[src/include/aecl_params.svh]
/*
 * Offsets, field positions, reset values and sizes of the alarm, error and
 * counter latch configuration block.
 * Assumes an 8-bit address space on the parallel processor port.
 */
`ifndef AECL_PARAMS_SVH
`define AECL_PARAMS_SVH

// ****************************************************************
// Register offsets
// ****************************************************************
`define AECL_OFF_LATCH_CFG 8'h46
`define AECL_OFF_IRQ_A 8'h04
`define AECL_OFF_IRQ_B 8'h05
`define AECL_OFF_ERR_BASE 8'h50
`define AECL_OFF_TEST_LO 8'h58
`define AECL_OFF_TEST_HI 8'h59
`define AECL_OFF_ALM_EVT 8'h5A

// ****************************************************************
// Latch configuration fields and reset value
// ****************************************************************
`define AECL_BIT_ALM_HOLD 0
`define AECL_BIT_ERR_HOLD 1
`define AECL_BIT_CNT_HOLD 2
`define AECL_BIT_FREEZE 3
`define AECL_CFG_USED_MASK 8'h0F
`define AECL_CFG_RESET 8'h00

// ****************************************************************
// Sizes and counter constants
// ****************************************************************
`define AECL_NUM_ERR_CNT 4
`define AECL_CNT_MAX 16'hFFFF
`define AECL_CNT_ZERO 16'h0000
`define AECL_BYTE_ZERO 8'h00
`define AECL_CNT_ONE 16'h0001

`endif

[src/include/aecl_pkg.sv]
/*
 * Types shared by the latch configuration block, the host model and the bench.
 * Assumes aecl_params.svh supplies all numeric constants.
 */
package aecl_pkg;

   // Processor port request, sampled on ref_clk.
   typedef struct packed {
      logic rd;
      logic wr;
      logic [7:0] addr;
      logic [7:0] wdata;
   } aecl_cpu_req_t;

   // Receive alarm conditions as seen by this block.
   typedef struct packed {
      logic rx_frame_loss;
      logic rx_signal_loss;
      logic rx_all_ones_alarm;
      logic cga_red_ais;
      logic cga_yellow;
   } aecl_alarm_t;

   // Decoded latch configuration.
   typedef struct packed {
      logic count_freeze_on_alarm;
      logic count_hold_select;
      logic error_hold_select;
      logic alarm_hold_select;
   } aecl_cfg_t;

endpackage : aecl_pkg

[src/hdl/aecl_latch_ctrl.sv]
/*
 * Alarm, error and counter latch configuration block of one receiver.
 * Holds the latch configuration register, the error counters that it
 * governs and the alarm and error interrupt status bytes.
 * Assumes a synchronous processor port with one-cycle read and write
 * strobes, and a one-cycle one_second_tick pulse from the framer timer.
 */
`timescale 1ns/1ns
`include "aecl_params.svh"

module aecl_latch_ctrl (
   // Clock and reset
   input wire logic ref_clk,
   input wire logic rst,
   // Processor port
   input wire aecl_pkg::aecl_cpu_req_t cpu_req,
   output logic [7:0] cpu_rdata,
   // Receive conditions and timer
   input wire aecl_pkg::aecl_alarm_t alarms,
   input wire logic one_second_tick,
   input wire logic e1_mode,
   input wire logic frame_loss_cnt_ovf,
   // Counter events
   input wire logic [3:0] err_event,
   input wire logic test_pattern_error,
   input wire logic alarm_event,
   // Interrupt sources and their types, 1 meaning any transition
   input wire logic [7:0] alarm_cond,
   input wire logic [7:0] alarm_any_edge,
   input wire logic [7:0] error_cond,
   // Outputs to the rest of the receiver
   output logic perf_monitor_en,
   output logic mfa_timeout_valid,
   output logic [7:0] alarm_irq_status_a,
   output logic [7:0] alarm_irq_status_b
);

   // ****************************************************************
   // Decode
   // ****************************************************************
   function automatic logic fn_hit(input logic [7:0] addr, input logic [7:0] off);
      fn_hit = (addr == off);
   endfunction : fn_hit

   // Sticky status; the set term always wins over the clear term.
   function automatic logic [7:0] fn_status_next(input logic [7:0] cur,
         input logic [7:0] ev, input logic hold_sel, input logic tick, input logic rd);
      logic clr;
      clr = hold_sel ? tick : rd;
      fn_status_next = clr ? ev : (cur | ev);
   endfunction : fn_status_next

   logic [7:0] cfg_q;
   logic [7:0] alarm_prev_q;
   logic [7:0] error_prev_q;
   logic [7:0] irq_a_q;
   logic [7:0] irq_b_q;
   logic [7:0] rdata_q;
   aecl_pkg::aecl_cfg_t cfg;

   assign cfg.count_freeze_on_alarm = cfg_q[`AECL_BIT_FREEZE];
   assign cfg.count_hold_select = cfg_q[`AECL_BIT_CNT_HOLD];
   assign cfg.error_hold_select = cfg_q[`AECL_BIT_ERR_HOLD];
   assign cfg.alarm_hold_select = cfg_q[`AECL_BIT_ALM_HOLD];

   wire rd = cpu_req.rd;
   wire wr_cfg = cpu_req.wr && fn_hit(cpu_req.addr, `AECL_OFF_LATCH_CFG);
   wire rd_irq_a = rd && fn_hit(cpu_req.addr, `AECL_OFF_IRQ_A);
   wire rd_irq_b = rd && fn_hit(cpu_req.addr, `AECL_OFF_IRQ_B);

   // ****************************************************************
   // Alarm gating
   // ****************************************************************
   wire rx_alarm = alarms.rx_frame_loss | alarms.rx_signal_loss | alarms.rx_all_ones_alarm;
   wire freeze = cfg.count_freeze_on_alarm & rx_alarm;
   // A yellow group alarm alone leaves monitoring running.
   assign perf_monitor_en = ~alarms.cga_red_ais;
   // In E1 mode held counts no longer track real time, so the overflow cannot time alignment.
   assign mfa_timeout_valid = frame_loss_cnt_ovf & ~(e1_mode & cfg.count_hold_select);

   // ****************************************************************
   // Counters
   // ****************************************************************
   logic [7:0] err_lo [`AECL_NUM_ERR_CNT];
   logic [7:0] err_hi [`AECL_NUM_ERR_CNT];
   logic [7:0] test_lo;
   logic [7:0] test_hi;
   logic [7:0] evt_lo;

   genvar gi;
   generate
      for (gi = 0; gi < `AECL_NUM_ERR_CNT; gi++) begin : g_err
         wire [7:0] lo_off = `AECL_OFF_ERR_BASE + 8'(2 * gi);
         wire [7:0] hi_off = `AECL_OFF_ERR_BASE + 8'(2 * gi + 1);
         aecl_err_counter u_cnt (
            .ref_clk(ref_clk),
            .rst(rst),
            .inc(err_event[gi] & perf_monitor_en),
            .freeze(freeze),
            .hold_sel(cfg.count_hold_select),
            .one_second_tick(one_second_tick),
            .rd_lo(rd && fn_hit(cpu_req.addr, lo_off)),
            .rd_hi(rd && fn_hit(cpu_req.addr, hi_off)),
            .lo_val(err_lo[gi]),
            .hi_val(err_hi[gi])
         );
      end
   endgenerate

   // The freeze never reaches these two counters.
   aecl_err_counter u_test_cnt (
      .ref_clk(ref_clk),
      .rst(rst),
      .inc(test_pattern_error),
      .freeze(1'b0),
      .hold_sel(cfg.count_hold_select),
      .one_second_tick(one_second_tick),
      .rd_lo(rd && fn_hit(cpu_req.addr, `AECL_OFF_TEST_LO)),
      .rd_hi(rd && fn_hit(cpu_req.addr, `AECL_OFF_TEST_HI)),
      .lo_val(test_lo),
      .hi_val(test_hi)
   );

   aecl_err_counter u_evt_cnt (
      .ref_clk(ref_clk),
      .rst(rst),
      .inc(alarm_event),
      .freeze(1'b0),
      .hold_sel(cfg.count_hold_select),
      .one_second_tick(one_second_tick),
      .rd_lo(rd && fn_hit(cpu_req.addr, `AECL_OFF_ALM_EVT)),
      .rd_hi(1'b0),
      .lo_val(evt_lo),
      .hi_val()
   );

   // ****************************************************************
   // Interrupt status
   // ****************************************************************
   wire [7:0] alarm_rise = alarm_cond & ~alarm_prev_q;
   wire [7:0] alarm_flip = alarm_cond ^ alarm_prev_q;
   wire [7:0] alarm_ev = (alarm_any_edge & alarm_flip) | (~alarm_any_edge & alarm_rise);
   wire [7:0] error_ev = error_cond & ~error_prev_q;
   wire [7:0] irq_a_d =
      fn_status_next(irq_a_q, alarm_ev, cfg.alarm_hold_select, one_second_tick, rd_irq_a);
   wire [7:0] irq_b_d =
      fn_status_next(irq_b_q, error_ev, cfg.error_hold_select, one_second_tick, rd_irq_b);

   assign alarm_irq_status_a = irq_a_q;
   assign alarm_irq_status_b = irq_b_q;

   always_ff @(posedge ref_clk or posedge rst) begin
      if (rst) begin
         alarm_prev_q <= `AECL_BYTE_ZERO;
         error_prev_q <= `AECL_BYTE_ZERO;
         irq_a_q <= `AECL_BYTE_ZERO;
         irq_b_q <= `AECL_BYTE_ZERO;
      end else begin
         alarm_prev_q <= alarm_cond;
         error_prev_q <= error_cond;
         irq_a_q <= irq_a_d;
         irq_b_q <= irq_b_d;
      end
   end

   // ****************************************************************
   // Register access
   // ****************************************************************
   always_ff @(posedge ref_clk or posedge rst) begin
      if (rst) begin
         cfg_q <= `AECL_CFG_RESET;
      end else if (wr_cfg) begin
         // Reserved bits are expected as zero and are not stored.
         cfg_q <= cpu_req.wdata & `AECL_CFG_USED_MASK;
      end
   end

   logic [7:0] rmux;
   always_comb begin
      rmux = `AECL_BYTE_ZERO;
      if (fn_hit(cpu_req.addr, `AECL_OFF_LATCH_CFG)) rmux = cfg_q;
      if (fn_hit(cpu_req.addr, `AECL_OFF_IRQ_A)) rmux = irq_a_q;
      if (fn_hit(cpu_req.addr, `AECL_OFF_IRQ_B)) rmux = irq_b_q;
      if (fn_hit(cpu_req.addr, `AECL_OFF_TEST_LO)) rmux = test_lo;
      if (fn_hit(cpu_req.addr, `AECL_OFF_TEST_HI)) rmux = test_hi;
      if (fn_hit(cpu_req.addr, `AECL_OFF_ALM_EVT)) rmux = evt_lo;
      for (int i = 0; i < `AECL_NUM_ERR_CNT; i++) begin
         if (fn_hit(cpu_req.addr, `AECL_OFF_ERR_BASE + 8'(2 * i))) rmux = err_lo[i];
         if (fn_hit(cpu_req.addr, `AECL_OFF_ERR_BASE + 8'(2 * i + 1))) rmux = err_hi[i];
      end
   end

   always_ff @(posedge ref_clk or posedge rst) begin
      if (rst) begin
         rdata_q <= `AECL_BYTE_ZERO;
      end else if (rd) begin
         rdata_q <= rmux;
      end
   end
   assign cpu_rdata = rdata_q;
endmodule : aecl_latch_ctrl

[src/hdl/aecl_err_counter.sv]
/*
 * One 16-bit error counter read as a low and a high byte, with freeze,
 * one-second hold and low-then-high read-and-clear behaviour.
 * Assumes rd_lo and rd_hi are one-cycle pulses from the processor port.
 */
`timescale 1ns/1ns
`include "aecl_params.svh"

module aecl_err_counter (
   // Clock and reset
   input wire logic ref_clk,
   input wire logic rst,
   // Count control
   input wire logic inc,
   input wire logic freeze,
   input wire logic hold_sel,
   input wire logic one_second_tick,
   // Read strobes
   input wire logic rd_lo,
   input wire logic rd_hi,
   // Read values
   output logic [7:0] lo_val,
   output logic [7:0] hi_val
);

   logic [15:0] live_q;
   logic [15:0] live_d;
   logic [15:0] held_q;
   logic [7:0] shadow_q;
   wire count_en = inc & ~freeze;
   wire clr_live = hold_sel ? one_second_tick : rd_lo;
   wire [15:0] base = clr_live ? `AECL_CNT_ZERO : live_q;
   // An event in the clearing cycle is counted into the new interval.
   wire sat = (base == `AECL_CNT_MAX);

   assign live_d = (count_en && !sat) ? base + `AECL_CNT_ONE : base;
   assign lo_val = hold_sel ? held_q[7:0] : live_q[7:0];
   assign hi_val = hold_sel ? held_q[15:8] : shadow_q;

   always_ff @(posedge ref_clk or posedge rst) begin
      if (rst) begin
         live_q <= `AECL_CNT_ZERO;
      end else begin
         live_q <= live_d;
      end
   end

   always_ff @(posedge ref_clk or posedge rst) begin
      if (rst) begin
         held_q <= `AECL_CNT_ZERO;
      end else if (hold_sel && one_second_tick) begin
         held_q <= live_q;
      end
   end

   always_ff @(posedge ref_clk or posedge rst) begin
      if (rst) begin
         shadow_q <= `AECL_BYTE_ZERO;
      end else if (!hold_sel && rd_lo) begin
         shadow_q <= live_q[15:8];
      end else if (!hold_sel && rd_hi) begin
         shadow_q <= `AECL_BYTE_ZERO;
      end
   end
endmodule : aecl_err_counter

[config.mk]
export PLATFORM = sky130hd
export DESIGN_NAME = aecl_latch_ctrl
export DESIGN_NICKNAME = d
export VERILOG_FILES = /design/src/include/aecl_pkg.sv /design/src/hdl/aecl_latch_ctrl.sv /design/src/hdl/aecl_err_counter.sv
export VERILOG_INCLUDE_DIRS = /design/src /design/src/include
export SDC_FILE = /design/constraint.sdc
export NUM_CORES = 1
export LEC_CHECK = 0
export BUFFER_PORTS_ARGS = -buffer_cell sky130_fd_sc_hd__buf_2
export CORE_AREA = 2 2 178 180
export DETAILED_ROUTE_END_ITERATION = 10
export DIE_AREA = 0 0 180 182
export MAX_ROUTING_LAYER = met4
export SYNTH_ARGS = -nofsm -noshare
export SYNTH_HDL_FRONTEND = slang
export SYNTH_SLANG_ARGS = --single-unit
[constraint.sdc]
create_clock -name ref_clk -period 11.8 [get_ports ref_clk]
set_clock_uncertainty 0.15 [all_clocks]
set_input_delay 1.18 -clock ref_clk [delete_from_list [all_inputs] [get_ports ref_clk]]
set_output_delay 1.18 -clock ref_clk [all_outputs]
set_load 0.05 [all_outputs]
======== Word-level counts from Yosys, hierarchy flattened ========
Cells that the tools add are included.
storage, ports and cells
  register bits ........................... 268
  bits of input ports ..................... 58
  output and inout bits ................... 26
  word-level logic and storage cells ...... 176
cells by class
  add/subtract/negate cells ............... 6
  equal/unequal tests ..................... 20
  mux-type cells .......................... 57
  bitwise operators ....................... 27
  reduce and logical (&&, ||, !) cells .... 43
operators with widths
  kind                     count
  $mux W8                  36
  $mux W16                 12
  $add A16 B1 Y16 const B  6
  $eq A16 B16 Y1 const B   6
  $eq A8 B7 Y1 const B     12
  $and A8 B8 Y8            4
  $logic_and A1 B1 Y1      31
  $not A8 Y8               3
  $or A8 B8 Y8             3
  $eq A8 B3 Y1 const B     2
  $and A1 B1 Y1            11
  $reduce_bool A2 Y1       5
  $mux W1                  8
  $xor A8 B8 Y8            1
  $logic_not A1 Y1         7
  $mux W4                  1
  $not A1 Y1               3
  $or A1 B1 Y1             2

======== Longest topological paths before layout ========
Gate-level depths: netlist of the first run.
  depth in word-level cells ............... 15
  gate-level depth with buffers ........... 13
  mapped depth without buffers ............ 12

======== By module ========
Synthesis of the first run repeated with hierarchy kept, for this count alone.
unflattened totals
  cell total of the unflattened synthesis .. 1429
  area total of the unflattened synthesis .. 15132.0 sq um
by module, submodules not included
  module            times used  cells an instance  area each (sq um)  seq. area each (sq um)
  aecl_err_counter  6           177                1984.4             1001.0
  aecl_latch_ctrl   1           367                3225.6             1101.1

======== Least setup slack after synthesis of the first run ========
Ideal clock, no wire load.
  kind .................................... input to register
  start ................................... input port cpu_req[8] (netlist bit)
  end ..................................... register u_test_cnt.live_q[15]
  library setup time ...................... 0.132 ns
  arrival time ............................ 3.571 ns
  data required time ...................... 11.518 ns
  path slack .............................. 7.947 ns
  stages on the path ...................... 13
  buffers on the path ..................... 2
  cells stage by stage .................... buf_2 or4b_1 buf_2 nor2_2 nor2_1 and2_1 ha_1 and3_1 nand4_1 and3_1 nor3b_1 xnor2_1 nor2_1
between the ends
  word-level cells in the longest chain between the ends .. 8
  elaborated cells between the ends (all ways) .. 9
  those cells by class .................... add/sub: 1; eq/ne: 2; mux: 3; reduce/logical: 3
RTL lines
  what                                                     line                    source
  start: declaration                                       aecl_latch_ctrl.sv:16   input wire aecl_pkg::aecl_cpu_req_t cpu_req,
  $eq A8 B7 Y1 (*)                                         aecl_latch_ctrl.sv:42   fn_hit = (addr == off);
  $logic_and A1 B1 Y1 (*)                                  aecl_latch_ctrl.sv:118  .rd_lo(rd && fn_hit(cpu_req.addr, `AECL_OFF_TEST_LO)),
  $mux W1 (*)                                              aecl_err_counter.sv:31  wire clr_live = hold_sel ? one_second_tick : rd_lo;
  $mux W16 (*)                                             aecl_err_counter.sv:32  wire [15:0] base = clr_live ? `AECL_CNT_ZERO : live_q;
  branches (longest 3 deep; another with $add A16 B1 Y16)  --
  $mux W16 (*)                                             aecl_err_counter.sv:36  assign live_d = (count_en && !sat) ? base + `AECL_CNT_ONE : base;
  named net u_test_cnt.live_d[15]                          aecl_err_counter.sv:27  logic [15:0] live_d;
  end signal: assignment                                   aecl_err_counter.sv:42  live_q <= `AECL_CNT_ZERO;
  end signal: assignment                                   aecl_err_counter.sv:44  live_q <= live_d;
  end: declaration                                         aecl_err_counter.sv:26  logic [15:0] live_q;
Mark *: on every way through the listed nets, which the timed path passes.
A chain may end at the register's enable or synchronous reset.

======== Final worst setup path of the first run ========
  start ................................... input port cpu_req[8] (netlist bit)
  end ..................................... register u_evt_cnt.live_q[3]
between the ends
  word-level cells in the longest chain between the ends .. 8
  elaborated cells between the ends (all ways) .. 9
  those cells by class .................... add/sub: 1; eq/ne: 2; mux: 3; reduce/logical: 3
RTL lines
  what                                                     line                    source
  $eq A8 B7 Y1 (*)                                         aecl_latch_ctrl.sv:42
  $logic_and A1 B1 Y1 (*)                                  aecl_latch_ctrl.sv:131  .rd_lo(rd && fn_hit(cpu_req.addr, `AECL_OFF_ALM_EVT)),
  $mux W1 (*)                                              aecl_err_counter.sv:31
  $mux W16 (*)                                             aecl_err_counter.sv:32
  branches (longest 3 deep; another with $add A16 B1 Y16)  --
  $mux W16 (*)                                             aecl_err_counter.sv:36
  named net u_evt_cnt.live_d[3]                            aecl_err_counter.sv:27
  end signal: assignment                                   aecl_err_counter.sv:42
  end signal: assignment                                   aecl_err_counter.sv:44
  end: declaration                                         aecl_err_counter.sv:26
Marked as above.

==> results of run 1 <==
## metal layers
layer  wire length (um)  part of all wire  global-route usage  vias up
li1                   -                 -                   -     5254
met1              17400              0.46               0.336     5364
met2              17300              0.46               0.373      305
met3               1970             0.052              0.0277       61
met4                988             0.026              0.0628        0
met5                  0                 0                   -        -
## cell type report
class,count,share of cell area
sequential,268,0.431
multi-input combinational,1111,0.428
clock buffer,43,0.0566
tap,402,0.0323
timing repair buffer,90,0.0309
clock inverter,13,0.0128
inverter,31,0.00797
antenna,1,0.000161
## critical path, delay by kind of cell
kind                     cells  cell delay [ps]
buffers and inverters        2              900
AO/OA/AOI/OAI                2             1080
AND/OR/NAND/NOR              6             1540
XOR/XNOR                     1              160
adder cells (fa/ha/maj)      1              210
## cell usage in the layout (no fill, tap or decap), types with 15 or more instances in the layout
| cell type | Yosys | routed |
|---|---|---|
| nand2_1 | 382 | 381 |
| dfrtp_1 | 268 | 267 |
| o21ai_0 | 102 | 102 |
| nor2_1 | 94 | 94 |
| buf_2 | 20 | 78 |
| mux2i_1 | 59 | 59 |
| xor2_1 | 50 | 50 |
| a21oi_1 | 43 | 43 |
| nand3_1 | 41 | 41 |
| clkbuf_16 | 0 | 31 |
| nand4_1 | 30 | 30 |
| inv_1 | 31 | 30 |
| nor3_1 | 26 | 26 |
| a22o_1 | 24 | 24 |
| xnor2_1 | 23 | 23 |
| mux2_2 | 21 | 21 |
| and3_1 | 17 | 17 |
| or3_1 | 17 | 17 |
| and2_1 | 17 | 16 |
| mux4_2 | 15 | 15 |
## kinds of logic (layout without fill, tap and decap cells)
group | Yosys count | in the layout | synth area share
flops | 268 | 268 | 0.487
fa+ha+maj | 14 | 14 | 0.0127
buf+inv | 105 | 177 | 0.0307
mux | 96 | 96 | 0.0854
xor+xnor | 73 | 73 | 0.0464
simple gates | 681 | 681 | 0.224
compound gates | 247 | 247 | 0.114
other cells | 0 | 1 | 0
## power by group
part | internal [mW] | switching, mW | total (mW)
registers | 1.03 | 0.128 | 1.16
clock network | 0.626 | 0.389 | 1.02
logic | 0.161 | 0.241 | 0.401
total | 1.82 | 0.758 | 2.58
## flip-flops by register name, summed over array words and instances, names as in the netlist
signal / flops
u_evt_cnt.live_q: 16
alarm_irq_status_a: 8
g_err.u_cnt.held_q: 64
cpu_rdata: 8
u_test_cnt.shadow_q: 8
cfg_q: 4
u_evt_cnt.held_q: 8
alarm_prev_q: 8
g_err.u_cnt.live_q: 64
u_test_cnt.held_q: 16
alarm_irq_status_b: 8
error_prev_q: 8
u_test_cnt.live_q: 16
g_err.u_cnt.shadow_q: 32
## final timing paths
path	endpoint	cells after the start	slack, ps	startpoint
min in group asynchronous	g_err[3].u_cnt.held_q[15]	2	650	rst
max in group asynchronous	g_err[1].u_cnt.live_q[9]	4	8440	rst
min	alarm_irq_status_b[7]	1	260	error_prev_q[7]
max reg2reg	g_err[3].u_cnt.live_q[1]	9	7180	cfg_q[2]
max	u_evt_cnt.live_q[3]	12	7000	cpu_req[8]
min reg2reg	alarm_irq_status_b[7]	1	260	error_prev_q[7]
==> flow_summary.json, run 1 <==
{
  "die_w_um": 180,
  "ys_warn_count": 0,
  "power.density_nw_per_um2": 166,
  "worst-endpoint-required_ps": 12100,
  "criticalPathCategory": "in -> reg",
  "start_util": 0.444,
  "min_period_ps": 4800,
  "htree_num_levels": 1,
  "regArea_um2": 6710,
  "synth_most_common_cell": "nand2_1",
  "clockBufferDepth": 3,
  "wl_per_cell_um": 19.2,
  "io_pins": 84,
  "final.setup.tns_ps": 0,
  "grt_max_degree": 127,
  "place_area_um2": 14500,
  "finalCritPeriodShare": 0.407,
  "rsz0062_at_grt": "no",
  "synth_cells": 1484,
  "worstHoldPathType": "reg -> reg",
  "clock_latency_ps": 570,
  "async_flop_share": 1.00,
  "core-area_um2": 31000,
  "firstDrtPassIters": 5,
  "cts.sinks": 268,
  "syn_to_final_growth_pct": 12.9,
  "multi_input_area_um2": 6650,
  "portBuffers": 78,
  "place_hpwl_um": 25900,
  "cpPeakStageDelay_ps": 730,
  "layout-drive-gt1-share": 0.123,
  "grt_use_total": 0.240,
  "synth_flop_cell": "dfrtp_1",
  "cts.clk_slew.worst_paths_ps": 60,
  "rows": 65,
  "yosysSeqAreaShare": 0.487,
  "dp.cells": 1902,
  "layout.nets": 1604,
  "syn_area_um2": 13800,
  "synth_top_area_frac": 0.487,
  "arrival_ps": 5110,
  "worstSetupStartpointType": "input port",
  "grt_pass1_wl_um": 61000,
  "cts_buffers": 30,
  "synth_area_leaders": "dfrtp_1, nand2_1, mux2i_1, o21ai_0, xor2_1",
  "path_max_fanout": 48,
  "antenna_left": 0,
  "slew_headroom": 0.190,
  "drt_iter0_drc": 1013,
  "tritoncts": "done",
  "gp_congestion": 0.913,
  "cts_hold_buf": 0,
  "setup_viol": 0,
  "stdcell_count": 1959,
  "via_per_inst": 5.61,
  "postCtsSetupBuffers": 0,
  "yosysUniqueCellTypes": 72,
  "yosys_register_bits": 268,
  "power_mw": 2.58,
  "die-area_um2": 32800,
  "drt_wl_total_um": 37600,
  "yosysTopAreaCell": "dfrtp_1",
  "cap_violations": 0,
  "syn_nets": 1556,
  "worstMarginPinSlew_ps": 1200,
  "ir_drop_v": 0.000113,
  "pre_cts_ws_ps": 6500,
  "crit_chain": "buf_2, buf_4, and4bb_2, a31oi_1, and2_1, ha_1, nand2_1, nor4_1, a31oi_2, nand4_1, xor2_1, nor2_1",
  "fin_area_um2": 15600,
  "finalWorstSetupSlack_ps": 7000,
  "fill_cells": 2925,
  "cp-end-kind": "flip-flop",
  "max_freq_mhz": 208,
  "dieHeight_um": 182,
  "synth_edf_count": 0,
  "remaining_drc_errors": 0,
  "slew_viol_final": 0,
  "slowest_stage": "a31oi_1",
  "antenna_found_initial": 1,
  "whs_ps": 264,
  "power.leakage_nw": 6.96,
  "first_global_vias": 10900,
  "post_cts_resized": 0,
  "root_buffer": "clkbuf_16",
  "num_vias": 11000,
  "hold_violations": 0,
  "outcome": "complete, no violations",
  "overflow": 0,
  "synth.cells.most_frequent": "nand2_1, dfrtp_1, o21ai_0",
  "final_core_utilization": 0.502,
  "synth_area_per_cell_um2": 9.28
}
Note: power is estimated with default switching activity, not from simulation.
==> run 2: changes to the inputs <==
- clock period: 11.8 -> 4.9 ns (I/O delays scaled with it)
==> flow_summary.json, run 2 (synthesis gave the netlist of run 1 again) <==
{
  "slowest_stage": "buf_4",
  "overflow": 0,
  "slew_viol_final": 0,
  "io_pins": 84,
  "cts_hold_buf": 22,
  "arrival_ps": 4140,
  "clock_latency_ps": 560,
  "postCtsSetupBuffers": 0,
  "stdcell_count": 1987,
  "htree_num_levels": 1,
  "layout_common_cells": "nand2_1, dfrtp_1, o21ai_0, nor2_1, buf_2",
  "cts_buffers": 30,
  "cap_violations": 0,
  "first_global_vias": 10900,
  "grt_pass1_wl_um": 60900,
  "antenna_left": 0,
  "antenna_found_initial": 1,
  "final.setup.tns_ps": 0,
  "power.leakage_nw": 7.08,
  "tritoncts": "done",
  "grt_max_degree": 137,
  "root_buffer": "clkbuf_16",
  "setup_viol": 0,
  "firstDrtPassIters": 7,
  "die-area_um2": 32800,
  "dp.cells": 1908,
  "fill_cells": 2845,
  "cpPeakStageDelay_ps": 790,
  "remaining_drc_errors": 0,
  "worstSetupStartpointType": "flip-flop",
  "dieHeight_um": 182,
  "gp_congestion": 0.928,
  "finalWorstSetupSlack_ps": 1060,
  "grt_use_total": 0.238,
  "post_cts_resized": 0,
  "worstMarginPinSlew_ps": 1200,
  "hold_violations": 20,
  "ir_drop_v": 0.000254,
  "final_common_cell": "nand2_1",
  "slew_headroom": 0.196,
  "power_mw": 6.12,
  "pre_cts_ws_ps": 942,
  "path_max_fanout": 58,
  "num_vias": 11200,
  "die_w_um": 180,
  "min_period_ps": 3840,
  "layout-drive-gt1-share": 0.124,
  "place_hpwl_um": 25700,
  "power.density_nw_per_um2": 387,
  "worstHoldPathType": "in -> async",
  "syn_to_final_growth_pct": 14.8,
  "via_per_inst": 5.64,
  "core-area_um2": 31000,
  "criticalPathCategory": "reg -> reg",
  "violations": "negative hold slack",
  "crit_chain": "buf_4, nor4b_1, a21oi_1, buf_4, and2_1, ha_1, nand3_1, a311oi_1, nand4_1, xor2_1, nor2_1",
  "outcome": "finished, violations left",
  "cts.sinks": 268,
  "worst-endpoint-required_ps": 5200,
  "crit_top_cell": "buf_4",
  "cp-end-kind": "flip-flop",
  "start_util": 0.444,
  "ff2ff_setup_slack_ps": 1060,
  "layout.nets": 1632,
  "max_freq_mhz": 260,
  "largestRegisters": "g_err.u_cnt.held_q (64), g_err.u_cnt.live_q (64), g_err.u_cnt.shadow_q (32)",
  "cts.clk_slew.worst_paths_ps": 60,
  "rsz0062_at_grt": "no",
  "finalCritPeriodShare": 0.784,
  "rows": 65,
  "clockBufferDepth": 3,
  "drt_iter0_drc": 1050,
  "wl_per_cell_um": 19.0,
  "drt_wl_total_um": 37700,
  "whs_ps": -37.2,
  "portBuffers": 78
}
[run 2: changes by cell type in the layout (fill, tap and decap cells not counted)]
cell and change:
clkbuf_8 +3, inv_8 -1, dlygate4sd3_1 +22, bufinv_16 -2, buf_12 +2, clkinv_2 +1, clkinvlp_4 -1, clkbuf_1 +1
buf_4 +4, clkinv_4 -1
[run 2: path summary, 6_finish.rpt]
path | to | start | cells past startpoint
max | g_err[0].u_cnt.live_q[12] | cfg_q[2] | 11
min | g_err[3].u_cnt.held_q[9] | rst | 3
max reg2reg | g_err[0].u_cnt.live_q[12] | cfg_q[2] | 11
min reg2reg | alarm_irq_status_b[6] | error_prev_q[6] | 1
max in group asynchronous | g_err[1].u_cnt.live_q[12] | rst | 3
min in group ref_clk | alarm_irq_status_a[3] | alarm_any_edge[3] | 3
[run 2: where the power goes]
| part | leakage [nW] | total, mW | switching (mW) | internal, mW |
|---|---|---|---|---|
| Sequential | 3.53 | 2.79 | 0.300 | 2.49 |
| Clock | 0.521 | 2.36 | 0.917 | 1.44 |
| Combinational | 3.03 | 0.975 | 0.573 | 0.402 |
| Total | 7.08 | 6.12 | 1.79 | 4.33 |
[run 2: layout make-up]
class                           instances  area, um^2  share of cell area
Sequential cell                       268        6710               0.425
Antenna cell                            1        2.50            0.000158
Multi-Input combinational cell       1111        6650               0.421
Inverter                               31         120             0.00760
Tap cell                              402         503              0.0318
Timing Repair Buffer                  118         771              0.0488
Clock inverter                          9         120             0.00760
Clock buffer                           47         926              0.0586
[run 2: metal layers]
layer	track usage	part of all wire	vias to the layer above
met5	-	0	-
met4	0.0576	0.024	0
met3	0.0293	0.050	64
met2	0.375	0.47	296
met1	0.329	0.46	5508
li1	-	-	5331
[run 2: critical path: cells and delay by family (launching register included)]
kind	cells	cell delay [ps]
fa+ha+maj	1	250
flops	1	560
simple gates	5	700
xor+xnor	1	170
compound gates	2	850
buf+inv	2	990
[run 2: per-stage QoR]
stage | util | instance area, um^2
after floorplan | - | 13800
after global placement | 0.469 | 14500
after detailed placement | 0.469 | 14500
after CTS | 0.510 | 15800
after global routing | 0.510 | 15800
final | 0.510 | 15800
